### src/common/sip_pkg.sv
package sip_pkg;
  localparam int          SIP_ADDR_W        = 5;
  localparam int          SIP_DATA_W        = 32;
  localparam int          SIP_REG_W         = 16;
  // byte addresses of the register words
  localparam logic [4:0]  SIP_OFS_CTRL      = 5'h00;
  localparam logic [4:0]  SIP_OFS_PCE       = 5'h04;
  localparam logic [4:0]  SIP_OFS_SA_HIGH   = 5'h08;
  localparam logic [4:0]  SIP_OFS_SA_LOW    = 5'h0C;
  localparam logic [4:0]  SIP_OFS_STATUS    = 5'h10;
  // system_control_reg fields
  localparam int          SIP_CTL_WAIT_TMP  = 0;
  localparam int          SIP_CTL_STOP_TMP  = 1;
  localparam int          SIP_CTL_WAIT_PERM = 2;
  localparam int          SIP_CTL_STOP_PERM = 3;
  localparam int          SIP_CTL_SW_RESET  = 4;
  localparam int          SIP_CTL_CLKO_DIS  = 5;
  localparam int          SIP_CTL_DBG_CLKEN = 6;
  localparam logic [15:0] SIP_CTRL_RESET    = 16'h0000;
  localparam logic [15:0] SIP_CTRL_WMASK    = 16'h006F;
  // peripheral_clock_gate_reg: reserved bits read one
  localparam logic [15:0] SIP_PCE_RESET     = 16'hFFFF;
  localparam logic [15:0] SIP_PCE_WMASK     = 16'h357D;
  // short address registers
  localparam logic [15:0] SIP_SAH_RESET     = 16'hFFFF;
  localparam logic [15:0] SIP_SAH_WMASK     = 16'h0003;
  localparam logic [15:0] SIP_SAL_RESET     = 16'hFFFF;
  localparam int          SIP_SA_BASE_W     = 18;
  // status fields
  localparam int          SIP_ST_MODE_LO    = 0;
  localparam int          SIP_ST_SECURE     = 2;
  localparam int          SIP_ST_POR        = 3;
  localparam int          SIP_ST_APP_RUN    = 4;
  localparam int          SIP_ST_WAIT_DIS   = 5;
  localparam int          SIP_ST_STOP_DIS   = 6;
  // reset sequence windows, in master clock cycles
  localparam int          SIP_STAB_CYC      = 64;
  localparam int          SIP_PERIPH_CYC    = 32;
  localparam int          SIP_CORE_CYC      = 32;
  localparam int          SIP_CNT_W         = 7;
  // short address pipeline depth
  localparam int          SIP_SA_DELAY      = 5;
  // security word that marks the part secured; value is arbitrary
  localparam logic [15:0] SIP_SEC_ON_WORD   = 16'hA55A;
  localparam logic [1:0]  SIP_MODE_RUN      = 2'h0;
  localparam logic [1:0]  SIP_MODE_WAIT     = 2'h1;
  localparam logic [1:0]  SIP_MODE_STOP     = 2'h2;

  typedef enum logic [2:0] {SEQ_HOLD, SEQ_STAB, SEQ_PERIPH, SEQ_CORE, SEQ_RUN} sip_seq_t;
  typedef enum logic [1:0] {PM_RUN, PM_WAIT, PM_STOP} sip_pm_t;
endpackage : sip_pkg

### src/design/sip_power_reset.sv
`timescale 1ns/1ns
// Function
// [RQ1] core and peripheral clocks at half master rate
// [RQ2] core, memory, peripheral clocks share one rate
// [RQ3] peripherals bus clocked, each gateable; watchdog separate
// [RQ4] wait stops core clocks, keeps peripheral clocks
// [RQ5] unmasked peripheral interrupt wakes core from wait
// [RQ6] stop left only by listed wake sources
// [RQ7] software turns pll off itself before stop
// [RQ8] control register disables sleep instructions, temp/permanent
// [RQ9] four reset sources, two async, two sync; code has two async and three sync (power-on, software, watchdog)
// [RQ10] supply detectors drive power-on reset, hysteresis
// [RQ11] reset released in 64/32/32 clock stages
// [RQ12] reset released only on rising clock edge
// [RQ13] high register gives short address bits 23:22
// [RQ14] low register gives short address bits 21:6
// [RQ15] security from two non-volatile flash bytes
// [RQ16] boot picks unsecured or secure mode
// [RQ17] secure disables core debug, execution unaffected
// [RQ18] security bytes drive debug read disable at reset
// [RQ19] chip test access port active regardless of security
// [RQ20] short address takes effect five cycles after write
// [RQ21] clock enable bit one supplies clock, zero withholds
// [RQ22] sleep instruction enters wait/stop unless disabled
// [RQ23] non-reset stop wake restores clocks, returns run
module sip_power_reset #(
  parameter int STAB_CYCLES   = sip_pkg::SIP_STAB_CYC,
  parameter int PERIPH_CYCLES = sip_pkg::SIP_PERIPH_CYC,
  parameter int CORE_CYCLES   = sip_pkg::SIP_CORE_CYC,
  parameter int SA_DELAY      = sip_pkg::SIP_SA_DELAY,
  parameter logic [15:0] SEC_ON_WORD = sip_pkg::SIP_SEC_ON_WORD
) (
  input  wire logic                          clock_i,
  input  wire logic                          reset_n_i,
  input  wire logic                          ext_reset_n_i,
  input  wire logic                          lv_core_1v8_i,
  input  wire logic                          lv_core_2v2_i,
  input  wire logic                          lv_io_2v7_i,
  input  wire logic                          watchdog_reset_i,
  input  wire logic                          wait_instr_i,
  input  wire logic                          stop_instr_i,
  input  wire logic                          periph_irq_i,
  input  wire logic                          can_activity_i,
  input  wire logic                          external_irq_a_i,
  input  wire logic [7:0]                    sec_byte_lo_i,
  input  wire logic [7:0]                    sec_byte_hi_i,
  input  wire logic [sip_pkg::SIP_ADDR_W-1:0] avs_address_i,
  input  wire logic                          avs_read_i,
  input  wire logic                          avs_write_i,
  input  wire logic [sip_pkg::SIP_DATA_W-1:0] avs_writedata_i,
  input  wire logic [3:0]                    avs_byteenable_i,
  output logic      [sip_pkg::SIP_DATA_W-1:0] avs_readdata_o,
  output logic                               avs_waitrequest_o,
  output logic                               core_clk_o,
  output logic [sip_pkg::SIP_REG_W-1:0]      periph_clk_o,
  output logic                               watchdog_clk_o,
  output logic                               clk_out_o,
  output logic                               debug_clk_o,
  output logic                               periph_rst_n_o,
  output logic                               core_rst_n_o,
  output logic                               app_run_o,
  output logic                               debug_read_dis_o,
  output logic                               debug_if_dis_o,
  output logic                               jtag_tap_en_o,
  output logic [sip_pkg::SIP_SA_BASE_W-1:0]  short_address_base_o,
  output logic [1:0]                         power_mode_o
);
  import sip_pkg::*;

  function automatic logic [15:0] be_merge(input logic [15:0] old_v,
                                           input logic [15:0] new_v,
                                           input logic [1:0]  be,
                                           input logic [15:0] wmask);
    logic [15:0] m;
    m = {{8{be[1]}}, {8{be[0]}}} & wmask;
    be_merge = (old_v & ~m) | (new_v & m);
  endfunction : be_merge

  // reset synchroniser: assertion is immediate, release waits for an edge
  logic rst_meta_r;
  logic rst_sync_r;
  wire  async_rst_n = reset_n_i & ext_reset_n_i; // RQ9

  always_ff @(posedge clock_i or negedge async_rst_n) begin
    if (!async_rst_n) begin
      rst_meta_r <= 1'b0;
      rst_sync_r <= 1'b0;
    end else begin
      rst_meta_r <= 1'b1;
      rst_sync_r <= rst_meta_r; // RQ12
    end
  end

  wire rst_n = rst_sync_r;

  // bus slave: one wait cycle, then answer
  logic        ack_r;
  logic [31:0] rdata_r;
  wire         bus_req  = avs_read_i | avs_write_i;
  wire         wr_fire  = avs_write_i & ack_r;
  wire [15:0]  wdata    = avs_writedata_i[15:0];
  wire [1:0]   wbe      = avs_byteenable_i[1:0];
  wire         sel_ctrl = (avs_address_i == SIP_OFS_CTRL);
  wire         sel_pce  = (avs_address_i == SIP_OFS_PCE);
  wire         sel_sah  = (avs_address_i == SIP_OFS_SA_HIGH);
  wire         sel_sal  = (avs_address_i == SIP_OFS_SA_LOW);
  wire         sel_st   = (avs_address_i == SIP_OFS_STATUS);

  assign avs_waitrequest_o = bus_req & ~ack_r;
  assign avs_readdata_o    = rdata_r;

  // registers
  logic [15:0] ctrl_r;
  logic [15:0] pce_r;
  logic [15:0] sah_r;
  logic [15:0] sal_r;
  sip_seq_t    seq_r;
  sip_seq_t    seq_nxt;
  sip_pm_t     pm_r;
  sip_pm_t     pm_nxt;
  logic [SIP_CNT_W-1:0] cnt_r;
  logic        por_active_r;
  logic        secure_r;
  logic        div_r;

  wire sw_reset  = wr_fire & sel_ctrl & wbe[0] & wdata[SIP_CTL_SW_RESET]; // RQ9
  wire seq_hold  = (seq_r == SEQ_HOLD);
  wire wait_dis  = ctrl_r[SIP_CTL_WAIT_TMP] | ctrl_r[SIP_CTL_WAIT_PERM];
  wire stop_dis  = ctrl_r[SIP_CTL_STOP_TMP] | ctrl_r[SIP_CTL_STOP_PERM];

  // permanent disables are set-only; only a reset clears them
  wire [15:0] ctrl_perm = ctrl_r & ((16'h0001 << SIP_CTL_WAIT_PERM)
                                  | (16'h0001 << SIP_CTL_STOP_PERM));
  wire [15:0] ctrl_wr   = be_merge(ctrl_r, wdata, wbe, SIP_CTRL_WMASK) | ctrl_perm; // RQ8

  always_ff @(posedge clock_i or negedge rst_n) begin
    if (!rst_n) begin
      ctrl_r <= SIP_CTRL_RESET;
      pce_r  <= SIP_PCE_RESET;
      sah_r  <= SIP_SAH_RESET;
      sal_r  <= SIP_SAL_RESET;
    end else if (seq_hold) begin
      ctrl_r <= SIP_CTRL_RESET; // RQ8
      pce_r  <= SIP_PCE_RESET;
      sah_r  <= SIP_SAH_RESET;
      sal_r  <= SIP_SAL_RESET;
    end else if (wr_fire) begin
      if (sel_ctrl) ctrl_r <= ctrl_wr; // RQ8
      if (sel_pce)  pce_r  <= be_merge(pce_r, wdata, wbe, SIP_PCE_WMASK); // RQ21
      if (sel_sah)  sah_r  <= be_merge(sah_r, wdata, wbe, SIP_SAH_WMASK); // RQ13
      if (sel_sal)  sal_r  <= be_merge(sal_r, wdata, wbe, 16'hFFFF); // RQ14
    end
  end

  wire [15:0] status_w = {9'h000, stop_dis, wait_dis, (seq_r == SEQ_RUN),
                          por_active_r, secure_r, power_mode_o};
  wire [15:0] rd_mux = sel_ctrl ? ctrl_r :
                       sel_pce  ? pce_r  :
                       sel_sah  ? sah_r  :
                       sel_sal  ? sal_r  :
                       sel_st   ? status_w : 16'h0000;

  always_ff @(posedge clock_i or negedge rst_n) begin
    if (!rst_n) begin
      ack_r   <= 1'b0;
      rdata_r <= 32'h0000_0000;
    end else begin
      ack_r   <= bus_req & ~ack_r;
      if (avs_read_i & ~ack_r) begin
        rdata_r <= {16'h0000, rd_mux};
      end
    end
  end

  // power-on reset with hysteresis: only the lowest detector declares it
  wire lv_any = lv_core_1v8_i | lv_core_2v2_i | lv_io_2v7_i;

  always_ff @(posedge clock_i or negedge rst_n) begin
    if (!rst_n) begin
      por_active_r <= 1'b1;
    end else if (lv_core_1v8_i) begin
      por_active_r <= 1'b1; // RQ10
    end else if (!lv_any) begin
      por_active_r <= 1'b0; // RQ10
    end
  end

  // staged reset release
  wire sync_rst = por_active_r | sw_reset | watchdog_reset_i; // RQ9
  wire cnt_last_stab   = (cnt_r == SIP_CNT_W'(STAB_CYCLES - 1));
  wire cnt_last_periph = (cnt_r == SIP_CNT_W'(PERIPH_CYCLES - 1));
  wire cnt_last_core   = (cnt_r == SIP_CNT_W'(CORE_CYCLES - 1));

  always_comb begin
    seq_nxt = seq_r;
    if (sync_rst) begin
      seq_nxt = SEQ_HOLD;
    end else begin
      case (seq_r)
        SEQ_HOLD:   seq_nxt = SEQ_STAB;
        SEQ_STAB:   if (cnt_last_stab) seq_nxt = SEQ_PERIPH; // RQ11
        SEQ_PERIPH: if (cnt_last_periph) seq_nxt = SEQ_CORE; // RQ11
        SEQ_CORE:   if (cnt_last_core) seq_nxt = SEQ_RUN; // RQ11
        SEQ_RUN:    seq_nxt = SEQ_RUN;
        default:    seq_nxt = SEQ_HOLD;
      endcase
    end
  end

  always_ff @(posedge clock_i or negedge rst_n) begin
    if (!rst_n) begin
      seq_r <= SEQ_HOLD;
      cnt_r <= '0;
    end else begin
      seq_r <= seq_nxt;
      cnt_r <= (seq_nxt != seq_r) ? '0 : cnt_r + 1'b1;
    end
  end

  // security bytes are sampled when the flash window opens
  wire sec_sample = (seq_r == SEQ_STAB) && (seq_nxt == SEQ_PERIPH);

  always_ff @(posedge clock_i or negedge rst_n) begin
    if (!rst_n) begin
      secure_r <= 1'b1; // fail safe until the bytes are read
    end else if (sec_sample) begin
      secure_r <= ({sec_byte_hi_i, sec_byte_lo_i} == SEC_ON_WORD); // RQ15 RQ16
    end
  end

  // power modes
  always_comb begin
    pm_nxt = pm_r;
    case (pm_r)
      PM_RUN: begin
        if (stop_instr_i && !stop_dis) pm_nxt = PM_STOP; // RQ22
        else if (wait_instr_i && !wait_dis) pm_nxt = PM_WAIT; // RQ22
      end
      PM_WAIT: if (periph_irq_i) pm_nxt = PM_RUN; // RQ5
      // first can frame only wakes the part and is not received
      PM_STOP: if (can_activity_i || external_irq_a_i) pm_nxt = PM_RUN; // RQ6 RQ23
      default: pm_nxt = PM_RUN;
    endcase
  end

  always_ff @(posedge clock_i or negedge rst_n) begin
    if (!rst_n) begin
      pm_r <= PM_RUN;
    end else if (seq_r != SEQ_RUN) begin
      pm_r <= PM_RUN; // RQ6
    end else begin
      pm_r <= pm_nxt;
    end
  end

  // clocks: each output is a registered half-rate pulse; an enable change
  // only lands on an edge, so no pulse is ever cut short
  wire core_on   = (pm_r == PM_RUN) && (seq_r == SEQ_CORE || seq_r == SEQ_RUN); // RQ4
  wire periph_on = (pm_r != PM_STOP) && (seq_r != SEQ_HOLD); // RQ4

  always_ff @(posedge clock_i or negedge rst_n) begin
    if (!rst_n) begin
      div_r          <= 1'b0;
      core_clk_o     <= 1'b0;
      periph_clk_o   <= '0;
      watchdog_clk_o <= 1'b0;
      clk_out_o      <= 1'b0;
      debug_clk_o    <= 1'b0;
    end else begin
      div_r          <= ~div_r; // RQ1
      core_clk_o     <= ~div_r & core_on; // RQ1 RQ2
      periph_clk_o   <= {SIP_REG_W{~div_r & periph_on}} & pce_r; // RQ2 RQ3 RQ21
      watchdog_clk_o <= ~div_r; // RQ3
      clk_out_o      <= ~div_r & ~ctrl_r[SIP_CTL_CLKO_DIS];
      debug_clk_o    <= ~div_r & ctrl_r[SIP_CTL_DBG_CLKEN] & ~secure_r; // RQ17
    end
  end

  // reset outputs and security interlock
  always_ff @(posedge clock_i or negedge rst_n) begin
    if (!rst_n) begin
      periph_rst_n_o   <= 1'b0;
      core_rst_n_o     <= 1'b0;
      app_run_o        <= 1'b0;
      debug_read_dis_o <= 1'b1;
      debug_if_dis_o   <= 1'b1;
    end else begin
      periph_rst_n_o   <= (seq_nxt == SEQ_PERIPH) || (seq_nxt == SEQ_CORE)
                          || (seq_nxt == SEQ_RUN); // RQ11 RQ12
      core_rst_n_o     <= (seq_nxt == SEQ_CORE) || (seq_nxt == SEQ_RUN); // RQ11
      app_run_o        <= (seq_nxt == SEQ_RUN); // RQ11
      debug_read_dis_o <= secure_r; // RQ18
      debug_if_dis_o   <= secure_r; // RQ17
    end
  end

  // boundary scan stays reachable whatever the security state
  assign jtag_tap_en_o = 1'b1; // RQ19

  // short address base: pipelined so a new value lands five cycles late
  logic [SIP_SA_BASE_W-1:0] sa_pipe_r [SA_DELAY];

  always_ff @(posedge clock_i or negedge rst_n) begin
    if (!rst_n) begin
      for (int i = 0; i < SA_DELAY; i++) begin
        sa_pipe_r[i] <= {SIP_SAH_RESET[1:0], SIP_SAL_RESET};
      end
    end else begin
      sa_pipe_r[0] <= {sah_r[1:0], sal_r}; // RQ13 RQ14
      for (int i = 1; i < SA_DELAY; i++) begin
        sa_pipe_r[i] <= sa_pipe_r[i-1]; // RQ20
      end
    end
  end

  assign short_address_base_o = sa_pipe_r[SA_DELAY-1]; // RQ20
  assign power_mode_o = (pm_r == PM_WAIT) ? SIP_MODE_WAIT :
                        (pm_r == PM_STOP) ? SIP_MODE_STOP : SIP_MODE_RUN;
endmodule : sip_power_reset

### config.mk
export PLATFORM = sky130hd
export DESIGN_NAME = sip_power_reset
export DESIGN_NICKNAME = d
export VERILOG_FILES = /design/src/common/sip_pkg.sv /design/src/design/sip_power_reset.sv
export SDC_FILE = /design/constraint.sdc
export NUM_CORES = 1
export LEC_CHECK = 0
export BUFFER_PORTS_ARGS = -buffer_cell sky130_fd_sc_hd__buf_2
export CAP_MARGIN = 20
export CORE_MARGIN = 4
export CORE_UTILIZATION = 40
export CTS_BUF_LIST = sky130_fd_sc_hd__clkbuf_4
export CTS_CLUSTER_DIAMETER = 30
export CTS_CLUSTER_SIZE = 12
export DETAILED_ROUTE_END_ITERATION = 16
export SETUP_SLACK_MARGIN = 0.1
export SLEW_MARGIN = 20
export SYNTH_ARGS = -nofsm -noshare
export SYNTH_HDL_FRONTEND = slang
export SYNTH_SLANG_ARGS = --single-unit
### constraint.sdc
create_clock -name clock_i -period 7.25 [get_ports clock_i]
set_clock_uncertainty 0.05 [all_clocks]
set_input_delay 0.725 -clock clock_i [delete_from_list [all_inputs] [get_ports clock_i]]
set_output_delay 0.725 -clock clock_i [all_outputs]
set_load 0.01 [all_outputs]
==> impl_metrics.py <==
metrics = {
    "floorplan": {
        "rows": 46,
        "coreArea_sq_um": 16100,
        "die_w_um": 137,
        "fp.dieH_um": 137,
        "start_util_pct": 41.2,
        "die_area_sq_um": 18700,
        "ios": 150,
    },
    "global_routing": {
        "grt_pass1_wl_um": 21800,
        "grt_pass1_vias": 4107,
        "grt-ovfl-total": 0,
        "grt_max_degree": 71,
        "grtUsageTotal_pct": 15.4,
        "antenna_found_initial": 0,
    },
    "yosys": {
        "syn_avg_cell_area_sq_um": 13.7,
        "syn_inst": 484,
        "netlist.area_leader.share_pct": 48.4,
        "yosysWarnings": 0,
        "synthMostInstantiatedCell": "dfstp_2",
        "synthTopCellsByCount": "122 x dfstp_2, 55 x dfrtp_1, 42 x buf_4",
        "synthTopCellsByArea": "dfstp_2 48%, dfrtp_1 21%, buf_4 4.8%",
        "synth_top_area_cell": "dfstp_2",
        "async_flop_share_pct": 100,
        "synth_top_flop_cell": "dfstp_2",
        "synth_cell_type_count": 51,
        "ys_seq_area_share_pct": 69.2,
        "ys_ff_latch": 177,
        "syn_area_sq_um": 6620,
        "synth_enable_flop_cells": 0,
    },
    "finish": {
        "fin_util_pct": 46.9,
        "instances_no_fill": 811,
        "final_nets": 654,
        "layout-drive-gt1-share_pct": 48.7,
        "syn_to_final_growth_pct": 13.7,
        "n_antenna_cell": 0,
    },
    "timing": {
        "whs_ns": 0.297,
        "slew_headroom_pct": 34.6,
        "slew_violations": 0,
        "hold_viol_final": 0,
        "post-route-period-util_pct": 33.1,
        "period_needed_ns": 2.40,
        "rsz0062_at_grt": "false",
        "fmax_ghz": 0.416,
        "worstMarginPinSlew_ns": 0.979,
        "setup_violations": 0,
        "fin_tns_setup_ns": 0,
    },
    "pwr": {
        "power.density_nw_per_um2": 241,
        "p_leak_nw": 3.33,
        "ir_drop_mv": 0.103,
    },
    "placed_design": {
        "place_inst": 777,
        "io_buffers": 114,
        "gp_congestion": 0.845,
        "hpwl_um": 9610,
    },
    "detailed_routing": {
        "wirelength_um": 13600,
        "dr.pass1.iters": 6,
        "initialDrtViolationCount": 210,
        "vias": 3928,
        "antenna_left": 0,
        "drcViolationCount": 0,
        "post_drt_wl_per_cell_um": 16.8,
        "viasPerCell": 4.84,
    },
    "flow_run": {
        "drv_cap": 0,
    },
    "cts": {
        "clk_latency_ns": 0.56,
        "cts_buffer_depth": 2,
        "cts-buffers-inserted": 17,
        "numClockSinks": 177,
        "root_buffer": "clkbuf_4",
        "ctsResizeCount": 0,
        "cts_tree": "yes",
        "clk_transition_reported_paths_ns": 0.13,
        "htreeDepth": 4,
    },
    "setup_path": {
        "critPathRequiredTime_ns": 7.70,
        "critPathKind": "input port to flip-flop",
        "cp-end-kind": "flip-flop",
        "worstPathMaxFanout": 18,
        "critPathLaunchType": "input port",
        "arrival_ns": 2.85,
    },
    "worst_hold_path": {
        "hp-class": "input port to flip-flop",
    },
    "outcome": {
        "status": "completed",
    },
}
-- layout by cell type (no fill, tap or decap), types with 3 or more instances in the layout --
| master | instances |
|---|---|
| nand2_1 | 27 |
| nor3_1 | 10 |
| or2_2 | 3 |
| nor2b_1 | 5 |
| nor4bb_1 | 3 |
| buf_2 | 114 |
| o21ai_0 | 4 |
| buf_4 | 3 |
| dfrtp_1 | 54 |
| o31ai_1 | 9 |
| and2_1 | 16 |
| nand3_1 | 11 |
| clkinv_4 | 3 |
| nand2b_1 | 7 |
| conb_1 | 18 |
| o22a_1 | 16 |
| nor2_1 | 25 |
| xor2_1 | 4 |
| a21oi_1 | 26 |
| a221oi_1 | 6 |
| and3_1 | 7 |
| mux2i_1 | 18 |
| clkbuf_4 | 18 |
| dfstp_2 | 122 |
| bufinv_16 | 5 |
| clkinv_2 | 3 |
| nor3_2 | 7 |
| inv_1 | 6 |
| a31oi_1 | 4 |
| a211oi_1 | 4 |
| nand4_1 | 3 |
-- metal layers --
layer	up-vias	global-route usage, %	wire, um
met2	120	23.6	6350
met4	0	7.78	374
met5	-	0	0
li1	1835	-	-
met3	27	4.15	821
met1	1946	20.1	6080
-- kinds of logic (layout without fill, tap and decap cells) --
family                     after synthesis  in the layout  synth area share, %
muxes                                   19             19                 2.89
buffers and inverters                   62            157                 6.18
DFF                                    177            177                 69.2
and+or+nand+nor                        137            137                 12.0
xor gates and xnor gates                 6              6                0.793
adders and majority gates                1              1                0.189
AOI/OAI and AO/OA                       80             80                 8.63
other                                    2             18                0.113
-- state kept, by name (all words and copies together), names as in the netlist --
signal and flops:
ack_r 1, app_run_o 1, avs_readdata_o 16, clk_out_o 1
cnt_r 7, core_clk_o 1, core_rst_n_o 1, ctrl_r 6
debug_clk_o 1, debug_if_dis_o 1, div_r 1, pce_r 11
periph_clk_o 11, periph_rst_n_o 1, pm_r 2, por_active_r 1
rst_meta_r 1, rst_n 1, sa_pipe_r 72, sah_r 2
sal_r 16, secure_r 1, seq_r 3, short_address_base_o 18
-- worst paths after layout --
path / start / endpoint / slack, ns / cells past startpoint
min in group asynchronous: rst_n$_DFF_PN0_ / periph_clk_o[0]$_DFF_PN0_ / 0.36 / 0
setup / recovery: avs_address_i[4] / sal_r[8]$_DFFE_PN1P_ / 4.85 / 5
hold reg to reg: sa_pipe_r[87]$_DFF_PN1_ / sa_pipe_r[69]$_DFF_PN1_ / 0.30 / 0
max in group asynchronous: rst_n$_DFF_PN0_ / avs_readdata_o[3]$_DFFE_PN0P_ / 5.51 / 1
hold / removal: lv_core_1v8_i / por_active_r$_DFFE_PN1P_ / 0.30 / 2
setup reg to reg: seq_r[0]$_DFF_PN0_ / sal_r[8]$_DFFE_PN1P_ / 5.00 / 4
-- final cells by class --
cell class	instances	area, sq um
repair buffers	119	613
inverters	6	22.5
clock inverters	14	211
well taps	216	270
clock buffers	18	135
flip-flops and latches	177	4590
multi-input cells	261	1690
fillers	1426	8530
-- through the flow --
step | setup WS [ns] | cell area [sq um] | total power (W)
2_1_floorplan | 2.12 | 6680 | 0.00114
3_3_place_gp | 4.36 | 7160 | 0.00119
3_5_place_dp | 4.27 | 7160 | 0.00119
4_1_cts | 4.87 | 7530 | 0.00184
5_1_grt | 4.64 | 7530 | 0.00189
6_report | 4.85 | 7530 | 0.00181
-- critical path, cell delays in order --
cell and delay (ns):
buf_2 0.15, nor3_1 0.36, and3_1 0.73, nand3_1 0.52
o22a_1 0.36
-- power by group --
| part | leakage, nW | internal, W | switching, W |
|---|---|---|---|
| registers | 2.02 | 0.00102 | 0.0000264 |
| clock network | 0.184 | 0.000312 | 0.000326 |
| logic | 1.12 | 0.0000536 | 0.0000804 |
| total | 3.33 | 0.00138 | 0.000433 |
-- timing repair --
action,4_1_cts,5_1_grt
hold buffers,2,0
hold endpoints to repair,2,0
setup buffers,0,0
Power figures use the tool's default switching activity.
